$ cat src/design/clhi_params.svh
// Constants for the character LCD host interface.
// Function
// RL1: Parallel status read returns busy flag on bit 7, pointer below.
// RL2: Host waits for busy flag low before the next instruction.
// RL3: Data write stores into display or glyph memory per last address set.
// RL4: After a data write the pointer steps by one.
// RL5: Parallel data read returns a byte from the selected memory.
// RL6: First read without prior address set is invalid; later reads good.
// RL7: Cursor shift loads the read latch like a display address set.
// RL8: After a data read the pointer steps by one.
// RL9: Read after write without address set returns the old latch.
// RL10: Host waits half an oscillator period after busy falls.
// RL11: 4-bit mode uses lines 7..4, high nibble first.
// RL12: 4-bit mode raises busy only after the second nibble.
// RL13: 8-bit mode moves a byte in one transfer.
// RL14: Two straps select parallel, I2C or SPI port.
// RL15: SPI uses line 5 select, line 6 clock, line 7 data.
// RL16: SPI clock idles high, data sampled on rising edge.
// RL17: I2C uses line 6 data, line 7 clock, line 5 tied low.
// RL18: Host sets bus width bit to one in I2C mode.
// RL19: I2C master starts only on an idle bus.
// RL20: SDA fall with SCL high is START, rise is STOP.
// RL21: Addressed slave pulls SDA low through the ninth clock high.
// RL22: I2C carries instructions and RAM data.
// RL23: Four slave addresses, low two bits from straps on lines 0, 1.
// RL24: Control byte holds chain flag and payload kind bit.
// RL25: Step direction one increments pointer, zero decrements.
// RL26: Register select routes bytes to instruction or data latch.
// RL27: Busy flag stays high from acceptance until operation completes.
`ifndef CLHI_PARAMS_SVH
`define CLHI_PARAMS_SVH
`define CLHI_FIFO_DEPTH  16
`define CLHI_FIFO_WIDTH  9
`define CLHI_I2C_ADDR_HI 5'h0F
`define CLHI_RST_WIDTH8  1'b1
`define CLHI_RST_INCR    1'b1
`define CLHI_STRAP_WAIT  2'h2
`define CLHI_POS_CHAIN   7
`define CLHI_POS_KIND    6
`define CLHI_POS_DL      4
`define CLHI_POS_ID      1
`define CLHI_POS_RL      2
`define CLHI_POS_E       10
`define CLHI_POS_RS      9
`define CLHI_POS_RW      8
`define CLHI_POS_CS      5
`define CLHI_POS_SCK     6
`define CLHI_POS_SDI     7
`define CLHI_POS_SDA     6
`define CLHI_POS_SCL     7
`endif

$ cat src/design/clhi_pkg.sv
// Types shared by the character LCD host interface.
package clhi_pkg;
    typedef enum logic [2:0] {
        CLHI_MODE_PAR = 3'b001,
        CLHI_MODE_I2C = 3'b010,
        CLHI_MODE_SPI = 3'b100
    } clhi_mode_e;
    typedef enum logic [4:0] {
        CLHI_I_IDLE = 5'b00001,
        CLHI_I_ADDR = 5'b00010,
        CLHI_I_CTRL = 5'b00100,
        CLHI_I_DATA = 5'b01000,
        CLHI_I_SKIP = 5'b10000
    } clhi_i2c_e;
    typedef logic [7:0] clhi_byte_t;
endpackage

$ cat src/design/clhi_host_if.sv
// FIFO and host port logic of the character LCD host interface.
`timescale 1ns/100ps
`default_nettype none
`include "clhi_params.svh"

module clhi_fifo #(
    parameter int WIDTH = 9,
    parameter int DEPTH = 16
) (
    input  wire logic             clk_i,       // System clock.
    input  wire logic             rst_i,       // Async reset, high.
    input  wire logic             in_valid_i,  // Write request.
    output logic                  in_ready_o,  // Space available.
    input  wire logic [WIDTH-1:0] in_data_i,   // Write word.
    output logic                  out_valid_o, // Word available.
    input  wire logic             out_ready_i, // Read request.
    output logic      [WIDTH-1:0] out_data_o   // Head word.
);
    localparam int AW = $clog2(DEPTH);
    logic [WIDTH-1:0] mem [DEPTH];
    logic [AW:0]      wr_r;
    logic [AW:0]      rd_r;
    wire              full_w  = (wr_r[AW] != rd_r[AW]) &&
                                (wr_r[AW-1:0] == rd_r[AW-1:0]);
    wire              empty_w = (wr_r == rd_r);
    wire              wr_w    = in_valid_i && !full_w;
    wire              rd_w    = out_ready_i && !empty_w;

    assign in_ready_o  = !full_w;
    assign out_valid_o = !empty_w;
    assign out_data_o  = mem[rd_r[AW-1:0]];

    always_ff @(posedge clk_i) begin
        if (wr_w) begin
            mem[wr_r[AW-1:0]] <= in_data_i;
        end
    end

    always_ff @(posedge clk_i or posedge rst_i) begin
        if (rst_i) begin
            wr_r <= '0;
            rd_r <= '0;
        end else begin
            wr_r <= wr_w ? wr_r + 1'b1 : wr_r;
            rd_r <= rd_w ? rd_r + 1'b1 : rd_r;
        end
    end
endmodule

module clhi_host_if
    import clhi_pkg::*;
(
    input  wire logic       sys_clk_i,          // 250 MHz clock.
    input  wire logic       rst_i,              // Async reset, high.
    input  wire logic       port_strap_high_i,  // Port strap, high bit.
    input  wire logic       port_strap_low_i,   // Port strap, low bit.
    input  wire logic       e_i,                // Parallel enable strobe.
    input  wire logic       register_select_i,  // 0 instruction, 1 data.
    input  wire logic       rw_i,               // 1 read, 0 write.
    input  wire logic [7:0] db_i,               // Data lines in.
    output logic      [7:0] db_o,               // Data lines out.
    output logic      [7:0] db_oe_o,            // Data line drive enable.
    output logic            cmd_valid_o,        // Byte for core ready.
    output logic            cmd_is_data_o,      // 1 data, 0 instruction.
    output logic      [7:0] cmd_byte_o,         // Byte for core.
    input  wire logic       cmd_ready_i,        // Core takes the byte.
    input  wire logic       op_done_i,          // Core finished one op.
    output logic            fetch_o,            // Read latch refill.
    output logic            glyph_sel_o,        // 1 glyph, 0 display.
    input  wire logic [7:0] fetch_data_i,       // Memory read data.
    input  wire logic       fetch_valid_i,      // Read data valid.
    output logic            internal_op_flag_o, // Busy flag.
    output logic      [6:0] address_pointer_o,  // Address pointer.
    output logic            bus_width_bit_o     // 1 eight-bit bus.
);
    // ------------------------------------------------------------------
    // Pin synchronisers and strap capture
    // ------------------------------------------------------------------
    logic [12:0] s1_r, s2_r, s3_r;
    logic [1:0]  strap_cnt_r;
    logic [1:0]  sa_r;
    clhi_mode_e  mode_r;
    clhi_i2c_e   ist_r;

    wire [12:0] pins_w = {port_strap_high_i, port_strap_low_i, e_i,
                          register_select_i, rw_i, db_i};
    wire e_rise = s2_r[`CLHI_POS_E] && !s3_r[`CLHI_POS_E];
    wire e_fall = !s2_r[`CLHI_POS_E] && s3_r[`CLHI_POS_E];
    wire rs_d   = s3_r[`CLHI_POS_RS];
    wire rw_d   = s3_r[`CLHI_POS_RW];
    wire m_par  = (mode_r == CLHI_MODE_PAR);
    wire m_i2c  = (mode_r == CLHI_MODE_I2C);
    wire m_spi  = (mode_r == CLHI_MODE_SPI);

    always_ff @(posedge sys_clk_i or posedge rst_i) begin
        if (rst_i) begin
            s1_r <= '0;
            s2_r <= '0;
            s3_r <= '0;
        end else begin
            s1_r <= pins_w;
            s2_r <= s1_r;
            s3_r <= s2_r;
        end
    end

    // Straps are only trusted once the synchroniser has filled.
    always_ff @(posedge sys_clk_i or posedge rst_i) begin
        if (rst_i) begin
            strap_cnt_r <= '0;
            mode_r      <= CLHI_MODE_PAR;
            sa_r        <= '0;
        end else if (strap_cnt_r < `CLHI_STRAP_WAIT) begin
            strap_cnt_r <= strap_cnt_r + 2'h1;
        end else if (strap_cnt_r == `CLHI_STRAP_WAIT) begin
            strap_cnt_r <= strap_cnt_r + 2'h1;
            case (s2_r[12:11]) // RL14
                2'b01:   mode_r <= CLHI_MODE_I2C;
                2'b10:   mode_r <= CLHI_MODE_SPI;
                default: mode_r <= CLHI_MODE_PAR;
            endcase
            sa_r <= s2_r[1:0]; // RL23
        end
    end

    // ------------------------------------------------------------------
    // Serial bit level (SPI and I2C share the shifter)
    // ------------------------------------------------------------------
    logic [7:0] sh_r;
    logic [3:0] cnt_r;
    logic       chain_r, kind_r, ack_r, nib_r, width8_r;
    logic [3:0] hi_r;
    wire  in_ready;

    wire spi_cs_n = s2_r[`CLHI_POS_CS]; // RL15
    wire spi_rise = s2_r[`CLHI_POS_SCK] && !s3_r[`CLHI_POS_SCK]; // RL16
    wire spi_bit  = s2_r[`CLHI_POS_SDI];
    wire scl      = s2_r[`CLHI_POS_SCL]; // RL17
    wire sda      = s2_r[`CLHI_POS_SDA];
    wire scl_rise = scl && !s3_r[`CLHI_POS_SCL];
    wire scl_fall = !scl && s3_r[`CLHI_POS_SCL];
    wire i_start  = m_i2c && scl && s3_r[`CLHI_POS_SCL] &&
                    s3_r[`CLHI_POS_SDA] && !sda; // RL20
    wire i_stop   = m_i2c && scl && s3_r[`CLHI_POS_SCL] &&
                    !s3_r[`CLHI_POS_SDA] && sda; // RL20
    wire i_live   = (ist_r == CLHI_I_ADDR) || (ist_r == CLHI_I_CTRL) ||
                    (ist_r == CLHI_I_DATA);
    wire i_byte   = m_i2c && i_live && scl_fall && (cnt_r == 4'h8);
    wire i_addr_ok = (sh_r[7:3] == `CLHI_I2C_ADDR_HI) &&
                     (sh_r[2:1] == sa_r) && !sh_r[0]; // RL23
    wire spi_push = m_spi && !spi_cs_n && spi_rise && (cnt_r == 4'h7);
    wire i2c_push = i_byte && (ist_r == CLHI_I_DATA) && in_ready; // RL22

    always_ff @(posedge sys_clk_i or posedge rst_i) begin
        if (rst_i) begin
            sh_r    <= '0;
            cnt_r   <= '0;
            ist_r   <= CLHI_I_IDLE;
            chain_r <= 1'b0;
            kind_r  <= 1'b0;
            ack_r   <= 1'b0;
        end else if (m_spi) begin
            if (spi_cs_n) begin
                cnt_r <= '0;
            end else if (spi_rise) begin
                sh_r  <= {sh_r[6:0], spi_bit};
                cnt_r <= (cnt_r == 4'h7) ? 4'h0 : cnt_r + 4'h1;
            end
        end else if (i_start) begin
            ist_r <= CLHI_I_ADDR;
            cnt_r <= '0;
            ack_r <= 1'b0;
        end else if (i_stop) begin
            ist_r <= CLHI_I_IDLE;
            ack_r <= 1'b0;
        end else if (m_i2c && i_live) begin
            if (scl_rise && cnt_r < 4'h8) begin
                sh_r  <= {sh_r[6:0], sda};
                cnt_r <= cnt_r + 4'h1;
            end else if (i_byte) begin
                cnt_r <= 4'h9;
                case (ist_r)
                    CLHI_I_ADDR: begin
                        ack_r <= i_addr_ok; // RL21
                        ist_r <= i_addr_ok ? CLHI_I_CTRL : CLHI_I_SKIP;
                    end
                    CLHI_I_CTRL: begin
                        ack_r   <= 1'b1; // RL21
                        chain_r <= sh_r[`CLHI_POS_CHAIN]; // RL24
                        kind_r  <= sh_r[`CLHI_POS_KIND]; // RL24
                        ist_r   <= CLHI_I_DATA;
                    end
                    CLHI_I_DATA: begin
                        // A full queue is refused by withholding the ack.
                        ack_r <= in_ready;
                        if (!in_ready) begin
                            ist_r <= CLHI_I_SKIP;
                        end else if (chain_r) begin
                            ist_r <= CLHI_I_CTRL; // RL24
                        end
                    end
                    default: ist_r <= CLHI_I_SKIP;
                endcase
            end else if (scl_fall && cnt_r == 4'h9) begin
                ack_r <= 1'b0;
                cnt_r <= '0;
            end
        end
    end

    // ------------------------------------------------------------------
    // Parallel strobes and byte assembly
    // ------------------------------------------------------------------
    wire par_fall  = m_par && e_fall;
    wire par_last  = width8_r || nib_r; // RL12
    wire [7:0] par_byte = width8_r ? s3_r[7:0]
                                   : {hi_r, s3_r[7:4]}; // RL11 RL13
    wire par_push  = par_fall && !rw_d && par_last;
    wire read_done = par_fall && rw_d && rs_d && par_last; // RL8

    wire       push_req  = par_push || spi_push || i2c_push;
    wire       push_kind = m_i2c ? kind_r
                         : (m_spi ? s2_r[`CLHI_POS_RS] : rs_d); // RL26
    wire [7:0] push_byte = m_par ? par_byte : sh_r;
    wire [7:0] spi_byte  = {sh_r[6:0], spi_bit};
    wire [7:0] new_byte  = m_spi ? spi_byte : push_byte;
    wire       push      = push_req && in_ready;

    // ------------------------------------------------------------------
    // Instruction tracking, address pointer and read latch
    // ------------------------------------------------------------------
    logic [6:0] ptr_r;
    logic       incr_r, glyph_r, busy_r, fetch_r;
    logic [7:0] dout_r;
    wire  b_ins   = push && !push_kind;
    wire  b_dat   = push && push_kind;
    wire  is_dd   = new_byte[7];
    wire  is_cg   = (new_byte[7:6] == 2'b01);
    wire  is_fset = (new_byte[7:5] == 3'b001);
    wire  is_sh   = (new_byte[7:4] == 4'h1) && !new_byte[3];
    wire  is_ent  = (new_byte[7:2] == 6'h01);
    wire  is_home = (new_byte[7:2] == 6'h00) && (new_byte[1:0] != 2'b00);
    wire  is_clr  = (new_byte == 8'h01);
    wire [6:0] ptr_step = incr_r ? ptr_r + 7'h01 : ptr_r - 7'h01; // RL25
    wire [6:0] ptr_rl   = new_byte[`CLHI_POS_RL] ? ptr_r + 7'h01
                                                 : ptr_r - 7'h01;
    wire  load_latch = b_ins && (is_dd || is_cg || is_sh); // RL6 RL7
    wire  busy_view  = busy_r || !in_ready;

    always_ff @(posedge sys_clk_i or posedge rst_i) begin
        if (rst_i) begin
            ptr_r    <= '0;
            incr_r   <= `CLHI_RST_INCR;
            glyph_r  <= 1'b0;
            width8_r <= `CLHI_RST_WIDTH8;
        end else if (b_ins) begin
            if (is_dd) begin
                ptr_r   <= new_byte[6:0];
                glyph_r <= 1'b0; // RL3
            end else if (is_cg) begin
                ptr_r   <= {1'b0, new_byte[5:0]};
                glyph_r <= 1'b1; // RL3
            end else if (is_fset) begin
                width8_r <= new_byte[`CLHI_POS_DL];
            end else if (is_sh) begin
                ptr_r <= ptr_rl;
            end else if (is_ent) begin
                incr_r <= new_byte[`CLHI_POS_ID];
            end else if (is_home) begin
                ptr_r   <= '0;
                glyph_r <= 1'b0;
                incr_r  <= is_clr ? 1'b1 : incr_r;
            end
        end else if (b_dat || read_done) begin
            ptr_r <= ptr_step; // RL4 RL8
        end
    end

    // A data write only steps the pointer, so the latch keeps old data.
    always_ff @(posedge sys_clk_i or posedge rst_i) begin
        if (rst_i) begin
            fetch_r <= 1'b0;
            dout_r  <= '0;
        end else begin
            fetch_r <= load_latch || read_done; // RL9
            dout_r  <= fetch_valid_i ? fetch_data_i : dout_r;
        end
    end

    always_ff @(posedge sys_clk_i or posedge rst_i) begin
        if (rst_i) begin
            busy_r <= 1'b0;
        end else begin
            busy_r <= push || (busy_r && !op_done_i); // RL27
        end
    end

    // ------------------------------------------------------------------
    // Parallel read drive and I2C acknowledge drive
    // ------------------------------------------------------------------
    wire [7:0] rd_val  = rs_d ? dout_r : {busy_view, ptr_r}; // RL1 RL5
    wire [7:0] rd_now  = s2_r[`CLHI_POS_RS] ? dout_r : {busy_view, ptr_r};
    wire [7:0] rd_nib  = nib_r ? {rd_now[3:0], 4'h0}
                               : {rd_now[7:4], 4'h0}; // RL11
    wire       rd_go   = m_par && e_rise && s2_r[`CLHI_POS_RW];
    wire [7:0] oe_mask = width8_r ? 8'hFF : 8'hF0;

    always_ff @(posedge sys_clk_i or posedge rst_i) begin
        if (rst_i) begin
            nib_r   <= 1'b0;
            hi_r    <= '0;
            db_o    <= '0;
            db_oe_o <= '0;
        end else begin
            if (width8_r) begin
                nib_r <= 1'b0;
            end else if (par_fall) begin
                nib_r <= !nib_r;
                hi_r  <= nib_r ? hi_r : s3_r[7:4];
            end
            if (m_i2c) begin
                db_o    <= '0;
                db_oe_o <= {1'b0, ack_r, 6'h00}; // RL21
            end else if (rd_go) begin
                db_o    <= width8_r ? rd_now : rd_nib;
                db_oe_o <= oe_mask;
            end else if (par_fall || !m_par) begin
                db_oe_o <= '0;
            end
        end
    end

    // ------------------------------------------------------------------
    // Queue towards the core
    // ------------------------------------------------------------------
    wire       q_valid;
    wire [8:0] q_data;
    wire       q_take = q_valid && (!cmd_valid_o || cmd_ready_i);

    clhi_fifo #(
        .WIDTH (`CLHI_FIFO_WIDTH),
        .DEPTH (`CLHI_FIFO_DEPTH)
    ) u_fifo (
        .clk_i       (sys_clk_i),
        .rst_i       (rst_i),
        .in_valid_i  (push_req),
        .in_ready_o  (in_ready),
        .in_data_i   ({push_kind, new_byte}),
        .out_valid_o (q_valid),
        .out_ready_i (q_take),
        .out_data_o  (q_data)
    );

    always_ff @(posedge sys_clk_i or posedge rst_i) begin
        if (rst_i) begin
            cmd_valid_o   <= 1'b0;
            cmd_is_data_o <= 1'b0;
            cmd_byte_o    <= '0;
        end else if (!cmd_valid_o || cmd_ready_i) begin
            cmd_valid_o   <= q_valid;
            cmd_is_data_o <= q_data[8];
            cmd_byte_o    <= q_data[7:0];
        end
    end

    assign fetch_o            = fetch_r;
    assign glyph_sel_o        = glyph_r;
    assign internal_op_flag_o = busy_r;
    assign address_pointer_o  = ptr_r;
    assign bus_width_bit_o    = width8_r;
endmodule
`default_nettype wire

$ cat config.mk
export PLATFORM = sky130hd
export DESIGN_NAME = clhi_host_if
export DESIGN_NICKNAME = d
export VERILOG_FILES = /design/src/design/clhi_pkg.sv /design/src/design/clhi_host_if.sv
export VERILOG_INCLUDE_DIRS = /design/src /design/src/design
export SDC_FILE = /design/constraint.sdc
export NUM_CORES = 1
export LEC_CHECK = 0
export ABC_AREA = 1
export BUFFER_PORTS_ARGS = -buffer_cell sky130_fd_sc_hd__buf_2
export CAP_MARGIN = 40
export CORE_MARGIN = 8
export CORE_UTILIZATION = 57
export DETAILED_ROUTE_END_ITERATION = 8
export PLACE_DENSITY = 0.73
export SLEW_MARGIN = 20
export SYNTH_ARGS = -nofsm -noshare
export SYNTH_HDL_FRONTEND = slang
export SYNTH_HIERARCHICAL = 1
export SYNTH_SLANG_ARGS = --single-unit
$ cat constraint.sdc
create_clock -name sys_clk_i -period 7.23 [get_ports sys_clk_i]
set_clock_uncertainty 0.1 [all_clocks]
set_input_delay 0.3615 -clock sys_clk_i [delete_from_list [all_inputs] [get_ports sys_clk_i]]
set_output_delay 0.3615 -clock sys_clk_i [all_outputs]
set_load 0.01 [all_outputs]
==> results.py, run 1 <==
metrics = {
    "run_status": {
        "status": "finished, final reports clean",
    },
    "final_layout": {
        "nNetsFinal": 1404,
        "utilization_pct": 65.4,
        "drive_above_1_share_pct": 13.4,
        "antenna_cells": 0,
        "multi_input_area_um2": 4110,
        "fillers": 1688,
        "regArea_um2": 7330,
        "area_growth_pct": 13.3,
    },
    "floorplanning": {
        "fp.dieH_um": 162,
        "ios": 63,
        "start_util_pct": 57.7,
        "die_area_um2": 26100,
        "core_um2": 21000,
        "num_rows": 53,
        "dieWidth_um": 162,
    },
    "routing": {
        "ant_nets": 0,
        "routed_wl_mm": 28.9,
        "avgViaCountPerCell": 5.47,
        "wl_per_cell_um": 17.4,
        "vias": 9076,
        "drc": 0,
        "first_pass_iters": 5,
        "drt_iter0_markers": 888,
    },
    "job": {
        "max_cap_viol_count": 0,
    },
    "critical_path": {
        "critPathSlowestCell": "nor2_1",
        "rr_worst_depth": 12,
        "crit_required_ps": 7290,
        "max_stage_delay_ps": 650,
        "crit_path_start_kind": "register",
        "cp_max_fo": 38,
        "crit_chain": "inv_2 > buf_16 > nand2_1 > nand2_1 > nor2_4 > nand3_4 > inv_1 > nor2_1 > nand4_1 > nand2_2 > nand2_4 > nor2_1",
        "r2r_start": "u_fifo/rd_r[0]$_DFFE_PP0P_",
        "cp-end-kind": "register",
        "crit_type": "register to register",
        "critPathLaunch": "u_fifo/rd_r[0]$_DFFE_PP0P_",
        "reg2reg_setup_slack_ps": 3800,
        "reg2reg_to": "u_fifo/mem[6][1]$_DFFE_PP_",
        "arrival_ps": 3490,
    },
    "grt": {
        "grt-ovfl-total": 0,
        "antenna_found_initial": 0,
        "grt_pass1_vias": 8757,
        "grt_start_max_net_pins": 77,
        "grt_pass1_wl_mm": 46.2,
        "grt_use_total_pct": 22.2,
    },
    "synth": {
        "synth-edff-count": 144,
        "netlist_top_cells_area": "edfxtp_1 36%, dfrtp_1 24%, nand2_1 12%, o21ai_0 5.1%, nor2_1 5.1%",
        "ys_ff_latch": 264,
        "ys_seq_area_share_pct": 60.6,
        "async_flop_share_pct": 45.5,
        "yosysWarnings": 6,
        "synth_top_cell_by_area": "edfxtp_1",
        "syn_avg_cell_area_um2": 9.39,
        "syn_area_um2": 12100,
        "ys_types": 44,
        "netlist_instances": 1288,
        "synth_ff_type": "edfxtp_1",
        "synth.most_common_cell": "nand2_1",
        "yosys-top-cells-count": "390 x nand2_1, 163 x nor2_1, 144 x edfxtp_1",
        "synth_nets": 1328,
        "synth.top_cell.area_share_pct": 35.7,
    },
    "hold_path": {
        "hold_path_class": "input port to register",
        "hp-start": "fetch_valid_i",
        "min_to": "dout_r[3]$_DFFE_PP0P_",
        "min_path_cells": 3,
    },
    "cts": {
        "post_cts_resized": 0,
        "clockBufferDepth": 3,
        "clk_latency_ps": 530,
        "root_buffer": "clkbuf_16",
        "htree_levels": 1,
        "cts_tree": "yes",
        "cts_buffers": 26,
        "cts.clk_slew.worst_paths_ps": 70,
        "cts_setup_buffers": 0,
        "cts.sinks": 264,
    },
    "power": {
        "ir_drop_v": 0.000294,
        "powerDensity_nw_per_um2": 337,
        "leakage_uw": 0.00602,
    },
    "sta": {
        "hold_viol_final": 0,
        "layout_min_cycle_time_ps": 3430,
        "finalCritPeriodShare_pct": 47.4,
        "max_slew_margin_pct": 47.0,
        "rsz0062_at_grt": "false",
        "tightest_slew_ps": 794,
        "drv_slew": 0,
        "setup_violations": 0,
        "tns_ps": 0,
        "max_freq_mhz": 292,
    },
    "place": {
        "routabilityCongestion": 0.933,
        "port_buffers": 62,
        "dp_hpwl_mm": 18.5,
    },
}
[power breakdown]
| part | switching [uW] | internal, uW | total, uW |
|---|---|---|---|
| clock network | 558 | 776 | 1330 |
| registers | 114 | 1750 | 1860 |
| logic | 976 | 453 | 1430 |
[worst max-delay path by stage]
| stage | endpoint | slack (ps) |
|---|---|---|
| after CTS | u_fifo/mem[5][5]$_DFFE_PP_ | 3850 |
| after global placement | u_fifo/mem[5][3]$_DFFE_PP_ | 3800 |
| after floorplan | ack_r$_DFFE_PP0P_ | 3870 |
| after detailed placement | u_fifo/mem[5][3]$_DFFE_PP_ | 3840 |
| final | u_fifo/mem[6][1]$_DFFE_PP_ | 3800 |
| after global routing | u_fifo/mem[6][0]$_DFFE_PP_ | 3540 |
[cell type report]
| type | instances | share of cell area, % |
|---|---|---|
| multi-input cells | 873 | 30.0 |
| inverters | 105 | 2.93 |
| clock buffers | 34 | 5.27 |
| clock inverters | 14 | 0.940 |
| well taps | 275 | 2.51 |
| repair buffers | 94 | 4.87 |
| flip-flops and latches | 264 | 53.5 |
[repair_timing]
item,in CTS,in global routing
hold buffers,23,0
hold endpoints to repair,77,0
setup endpoints to repair,0,0
[cells in the final DEF, fill, tap and decap left out, types with 4 or more instances in the layout]
cell type,count
buf_2,62
nand2_4,5
a21oi_1,13
buf_4,4
xnor2_1,4
a32o_1,4
nand3_2,5
o211ai_1,4
dlygate4sd3_1,23
nand2_2,13
nor2_4,5
nor2_2,10
edfxtp_1,144
nand3_1,74
clkinv_1,7
clkbuf_16,27
nand4_1,7
nand2_1,390
o21ai_0,123
clkbuf_1,5
nor2_1,163
xor2_1,10
dfrtp_1,115
nor3_1,4
ha_1,14
inv_1,85
inv_2,13
dfstp_2,4
[sequential cells by signal (all words and copies together), names as in the netlist, 3 cells and up]
| register | cells |
|---|---|
| address_pointer_o | 7 |
| cmd_byte_o | 8 |
| cnt_r | 4 |
| db_o | 8 |
| db_oe_o | 3 |
| dout_r | 8 |
| hi_r | 4 |
| ist_r | 5 |
| mode_r | 3 |
| s1_r | 13 |
| s2_r | 13 |
| s3_r | 11 |
| sh_r | 8 |
| u_fifo/mem | 144 |
| u_fifo/rd_r | 5 |
| u_fifo/wr_r | 5 |
[layer usage]
metal	up-vias	routed length (um)	GRT usage [%]	share of wire (%)
li1	4350	-	-	-
met3	76	1970	3.70	6.8
met2	351	13300	35.5	46
met1	4299	12600	30.1	44
met4	0	1030	8.33	3.6
met5	-	0	0	0
[through the flow]
stage                     power, uW  setup WS, ps  cell area (um2)  std cells  hold WS (ps)
final                          4630          3800            13700       1659          89.2
after global placement         3220          3800            12500       1583           233
after global routing           4890          3540            13700       1659           126
after CTS                      4620          3850            13700       1657          80.0
after floorplan                2870          3870            12100       1288           102
after detailed placement       3280          3840            12600       1586           235
[kinds of logic after synthesis]
| kind of cell | share of synthesized area [%] |
|---|---|
| AOI/OAI and AO/OA | 7.26 |
| xor gates and xnor gates | 1.01 |
| muxes | 0.279 |
| adders and majority gates | 1.45 |
| and+or+nand+nor | 23.9 |
| DFF | 60.6 |
| buffers and inverters | 5.47 |
[worst max-delay path: cells and delay by family (launching register included)]
kind / cells / cell delay [ps]
buf+inv: 3 / 780
flops: 1 / 400
simple gates: 9 / 1750
(Power assumes the default switching activity.)
==> inputs of run 2 (changes only) <==
==> constraint.sdc (replaced) <==
create_clock -name sys_clk_i -period 3.28 [get_ports sys_clk_i]
set_clock_uncertainty 0.1 [all_clocks]
set_input_delay 0.164 -clock sys_clk_i [delete_from_list [all_inputs] [get_ports sys_clk_i]]
set_output_delay 0.164 -clock sys_clk_i [all_outputs]
set_load 0.01 [all_outputs]
==> run 2 against run 1 <==
- clock-buffer cell count is 2 higher
- worst setup slack worse by 3500 ps
- critical path type unchanged
- largest cell class unchanged
- first-iteration DRC count is 5.6% higher
- highest routed layer unchanged
==> results.py, run 2 (synthesized netlist as in run 1, its figures left out) <==
metrics = {
    "sta": {
        "drv_slew": 0,
        "rsz0062_at_grt": "false",
        "finalCritPeriodShare_pct": 90.7,
        "tightest_slew_ps": 772,
        "setup_ws_ps": 306,
        "hold_viol_final": 0,
        "tns_ps": 0,
        "setup_violations": 0,
        "max_freq_mhz": 336,
        "max_slew_margin_pct": 48.4,
        "layout_min_cycle_time_ps": 2970,
    },
    "floorplanning": {
        "ios": 63,
        "start_util_pct": 57.7,
        "core_um2": 21000,
        "num_rows": 53,
        "die_area_um2": 26100,
        "dieWidth_um": 162,
        "fp.dieH_um": 162,
    },
    "cts": {
        "htree_levels": 1,
        "cts_buffers": 26,
        "cts.clk_slew.worst_paths_ps": 60,
        "clk_latency_ps": 530,
        "clockBufferDepth": 3,
        "cts_setup_buffers": 0,
        "cts.sinks": 264,
        "cts_tree": "yes",
        "root_buffer": "clkbuf_16",
    },
    "routing": {
        "drc": 0,
        "avgViaCountPerCell": 5.39,
        "first_pass_iters": 8,
        "vias": 9039,
        "wl_per_cell_um": 16.7,
        "ant_nets": 0,
        "routed_wl_mm": 27.9,
        "drt_iter0_markers": 938,
    },
    "final_layout": {
        "final_common_cell": "nand2_1",
        "stdcell_area_um2": 13800,
        "mostFrequentLayoutCells": "390 x nand2_1, 163 x nor2_1, 144 x edfxtp_1, 123 x o21ai_0, 115 x dfrtp_1",
        "area_growth_pct": 14.4,
        "largest_reg_flops": 144,
        "drive_above_1_share_pct": 13.6,
        "stdcell_count": 1677,
        "antenna_cells": 0,
        "nNetsFinal": 1424,
    },
    "critical_path": {
        "crit_path_start_kind": "register",
        "cp-end-kind": "register",
        "arrival_ps": 3040,
        "cp_max_fo": 19,
        "reg2reg_setup_slack_ps": 310,
        "crit_type": "register to register",
        "critPathLaunch": "u_fifo/rd_r[3]$_DFFE_PP0P_",
        "rr_worst_depth": 11,
        "reg2reg_to": "u_fifo/mem[10][3]$_DFFE_PP_",
        "r2r_start": "u_fifo/rd_r[3]$_DFFE_PP0P_",
        "crit_required_ps": 3340,
    },
    "power": {
        "leakage_uw": 0.00609,
        "powerDensity_nw_per_um2": 738,
        "p_total_uw": 10200,
        "ir_drop_v": 0.000530,
    },
    "grt": {
        "antenna_found_initial": 0,
        "grt-ovfl-total": 0,
        "grt_pass1_vias": 8790,
        "grt_pass1_wl_mm": 45.2,
        "grt_start_max_net_pins": 76,
        "grt_use_total_pct": 21.5,
    },
    "place": {
        "routabilityCongestion": 0.982,
        "place_ws_ps": 341,
        "dp_cells": 1593,
        "dp_hpwl_mm": 18.2,
        "port_buffers": 62,
        "place_area_um2": 12600,
    },
    "run_status": {
        "status": "finished, final reports clean",
    },
    "job": {
        "max_cap_viol_count": 0,
    },
    "hold_path": {
        "hold_path_class": "input port to asynchronous set/reset pin",
    },
}
-- run 2: cell types whose count changed in the layout (fill, tap and decap cells not counted), sizes merged --
| cell | previous run | this run |
|---|---|---|
| inv | 102 | 101 |
| clkinvlp | 4 | 2 |
| buf | 71 | 77 |
| clkinv | 11 | 10 |
| clkbuf | 34 | 36 |
| dlygate4sd3 | 23 | 37 |
-- run 2: worst max-delay path, stage by stage, from the launching register on --
cell	delay, ps
dfrtp_1	410
inv_1	280
nand2_1	80
nand2_1	80
nor2_2	60
nand3_4	60
inv_1	80
nor2_1	160
nand4_1	160
nand2_2	250
nand2_4	210
nor2_1	650
-- run 2: final cells by class --
type,count,area [um2]
Sequential cell,264,7330
Fill cell,1643,7110
Multi-Input combinational cell,873,4110
Timing Repair Buffer,114,806
Clock buffer,36,738
Inverter,105,402
Tap cell,275,344
Clock inverter,10,116
-- run 2: repair_timing --
action / CTS / global route
endpoints found under the hold margin: 91 / 0
gates resized for setup: 0 / 0
hold buffers: 37 / 0
-- run 2: per-layer routing --
layer  global-route usage (%)  up-vias  part of all wire (%)
li1                         -     4392                     -
met5                        0        -                     0
met1                     29.3     4224                    43
met3                     3.01       65                   6.5
met4                     7.07        0                   3.3
met2                     35.3      358                    47
-- run 2: power by group --
group,internal (uW),switching [uW]
Clock,1730,1210
Combinational,1000,2190
Sequential,3850,243
-- run 2: worst max-delay path by stage --
stage	cells after the start	end
final	11	u_fifo/mem[10][3]$_DFFE_PP_
after global routing	11	u_fifo/mem[4][7]$_DFFE_PP_
after CTS	11	u_fifo/mem[11][0]$_DFFE_PP_
after detailed placement	11	u_fifo/mem[11][7]$_DFFE_PP_
after global placement	11	u_fifo/mem[4][7]$_DFFE_PP_
after floorplan	1	ack_r$_DFFE_PP0P_
-- run 2: per-stage QoR --
| step | hold slack [ps] | utilization, % |
|---|---|---|
| floorplan | -95.8 | - |
| detailed placement | 109 | 60.2 |
| global route | 122 | 66.1 |
| global placement | 111 | 60.2 |
| finish | 94.0 | 66.1 |
| CTS | 93.7 | 66.0 |
==> inputs of run 3 (changes only) <==
--- a/config.mk
+++ b/config.mk
@@ -10,9 +10,9 @@
 export BUFFER_PORTS_ARGS = -buffer_cell sky130_fd_sc_hd__buf_2
 export CAP_MARGIN = 40
 export CORE_MARGIN = 8
-export CORE_UTILIZATION = 57
+export CORE_UTILIZATION = 61
 export DETAILED_ROUTE_END_ITERATION = 8
-export PLACE_DENSITY = 0.73
+export PLACE_DENSITY = 0.77
 export SLEW_MARGIN = 20
 export SYNTH_ARGS = -nofsm -noshare
 export SYNTH_HDL_FRONTEND = slang
==> run 3 against run 2 <==
- core utilization increased by 5.4 points
- clock power increased by 4%
- die area decreased by 5.9%
- critical path depth unchanged
- non-clock buffer count increased by 1
- clock-buffer cell count increased by 2
==> results.py, run 3 (synthesized netlist as in run 1, its figures left out) <==
metrics = {
    "run_status": {
        "status": "finished, final reports clean",
    },
    "critical_path": {
        "critPathSlowestCell": "nor2_1",
        "cp-end-kind": "register",
        "crit_path_start_kind": "register",
        "reg2reg_setup_slack_ps": 310,
        "crit_buf_inv": 2,
        "cp_max_fo": 19,
        "rr_worst_depth": 11,
        "max_stage_delay_ps": 670,
        "crit_chain": "inv_1 > nand2_1 > nand2_1 > nor2_2 > nand3_4 > inv_1 > nor2_1 > nand4_1 > nand2_2 > nand2_4 > nor2_1",
        "critPathTopFamily": "simple AND/OR/NAND/NOR gates",
        "reg2reg_to": "u_fifo/mem[11][8]$_DFFE_PP_",
        "crit_type": "register to register",
        "crit_required_ps": 3340,
        "arrival_ps": 3020,
        "r2r_start": "u_fifo/rd_r[3]$_DFFE_PP0P_",
    },
    "hold_path": {
        "min_to": "s1_r[9]$_DFF_PP0_",
        "min_path_cells": 2,
        "hold_path_class": "input port to register",
        "hp-start": "register_select_i",
    },
    "sta": {
        "drv_slew": 0,
        "setup_violations": 0,
        "max_slew_margin_pct": 45.4,
        "tightest_slew_ps": 816,
        "max_freq_mhz": 337,
        "tns_ps": 0,
        "finalCritPeriodShare_pct": 90.5,
        "layout_min_cycle_time_ps": 2970,
        "setup_ws_ps": 310,
        "hold_ws_ps": 164,
        "rsz0062_at_grt": "false",
        "hold_viol_final": 0,
    },
    "routing": {
        "ant_nets": 0,
        "wl_per_cell_um": 16.9,
        "vias": 9079,
        "avgViaCountPerCell": 5.43,
        "routed_wl_mm": 28.3,
        "first_pass_iters": 5,
        "drc": 0,
        "drt_iter0_markers": 896,
    },
    "grt": {
        "antenna_found_initial": 0,
        "grt_pass1_wl_mm": 45.4,
        "grt_pass1_vias": 8937,
        "grt_use_total_pct": 23.4,
        "grt_start_max_net_pins": 74,
        "grt-ovfl-total": 0,
    },
    "cts": {
        "root_buffer": "clkbuf_16",
        "htree_levels": 1,
        "cts.sinks": 264,
        "clk_latency_ps": 540,
        "cts_tree": "yes",
        "clockBufferDepth": 3,
        "cts_buffers": 27,
        "cts.clk_slew.worst_paths_ps": 60,
    },
    "final_layout": {
        "drive_above_1_share_pct": 13.7,
        "area_growth_pct": 14.9,
        "largest_reg_flops": 144,
        "nNetsFinal": 1426,
        "mostFrequentLayoutCells": "390 x nand2_1, 163 x nor2_1, 144 x edfxtp_1, 123 x o21ai_0, 115 x dfrtp_1",
        "final_common_cell": "nand2_1",
        "stdcell_count": 1671,
        "antenna_cells": 0,
        "fillers": 1377,
        "stdcell_area_um2": 13900,
    },
    "floorplanning": {
        "core_um2": 19500,
        "dieWidth_um": 157,
        "die_area_um2": 24600,
        "ios": 63,
        "start_util_pct": 62.2,
        "num_rows": 51,
        "fp.dieH_um": 157,
    },
    "place": {
        "port_buffers": 62,
        "dp_cells": 1583,
        "place_area_um2": 12600,
        "routabilityCongestion": 0.910,
        "dp_hpwl_mm": 18.4,
        "place_ws_ps": 417,
    },
    "power": {
        "powerDensity_nw_per_um2": 743,
        "leakage_uw": 0.00613,
        "ir_drop_v": 0.000512,
    },
    "job": {
        "max_cap_viol_count": 0,
    },
}
-- run 3: cell types whose count changed in the layout (fill, tap and decap cells not counted), sizes merged --
| cell | delta |
|---|---|
| clkbuf | +2 |
| clkinvlp | -2 |
| inv | +2 |
| clkinv | +1 |
| dlygate4sd3 | +1 |
-- run 3: worst register-to-register path: cells and delay by family, from the launching register on --
family	cells	cell delay [ps]
buf+inv	2	370
flops	1	400
simple gates	9	1740
-- run 3: how the worst max path moves through the flow --
stage | from | endpoint | slack, ps | depth (start not counted)
2_1_floorplan | rst_i | ack_r$_DFFE_PP0P_ | 120 | 1
3_3_place_gp | u_fifo/rd_r[3]$_DFFE_PP0P_ | u_fifo/mem[9][0]$_DFFE_PP_ | 520 | 11
3_5_place_dp | u_fifo/rd_r[3]$_DFFE_PP0P_ | u_fifo/mem[9][7]$_DFFE_PP_ | 420 | 11
4_1_cts | u_fifo/rd_r[3]$_DFFE_PP0P_ | u_fifo/mem[11][8]$_DFFE_PP_ | 370 | 11
5_1_grt | u_fifo/rd_r[3]$_DFFE_PP0P_ | u_fifo/mem[13][2]$_DFFE_PP_ | 110 | 11
6_report | u_fifo/rd_r[3]$_DFFE_PP0P_ | u_fifo/mem[11][8]$_DFFE_PP_ | 310 | 11
-- run 3: timing repair --
action                                 CTS  global route
endpoints found under the hold margin   95             2
resized for setup                        0             0
setup buffers                            0             0
hold buffers                            37             1
-- run 3: final cells by class --
class / instances / area, um2 / area share (%)
flip-flops and latches: 264 / 7330 / 52.7
multi-input cells: 873 / 4110 / 29.5
repair buffers: 115 / 836 / 6.01
clock buffers: 38 / 777 / 5.59
inverters: 105 / 402 / 2.89
well taps: 265 / 332 / 2.38
clock inverters: 11 / 121 / 0.873
-- run 3: report_power, final --
group | internal [uW] | switching, uW | total, uW
combinational | 1020 | 2170 | 3190
sequential | 3850 | 243 | 4100
clock | 1810 | 1240 | 3050
total | 6680 | 3650 | 10300
-- run 3: per-stage QoR --
stage	utilization [%]	total power, uW
5_1_grt	71.5	10900
2_1_floorplan	-	6340
4_1_cts	71.3	10300
3_3_place_gp	64.7	7190
3_5_place_dp	64.7	7250
6_report	71.5	10300
-- run 3: per-layer routing --
metal,vias up,global-route usage (%),wire [um]
li1,4387,-,-
met1,4234,30.6,11900
met2,387,38.4,13200
met3,71,3.92,2100
met4,0,9.61,1050
met5,-,0,0
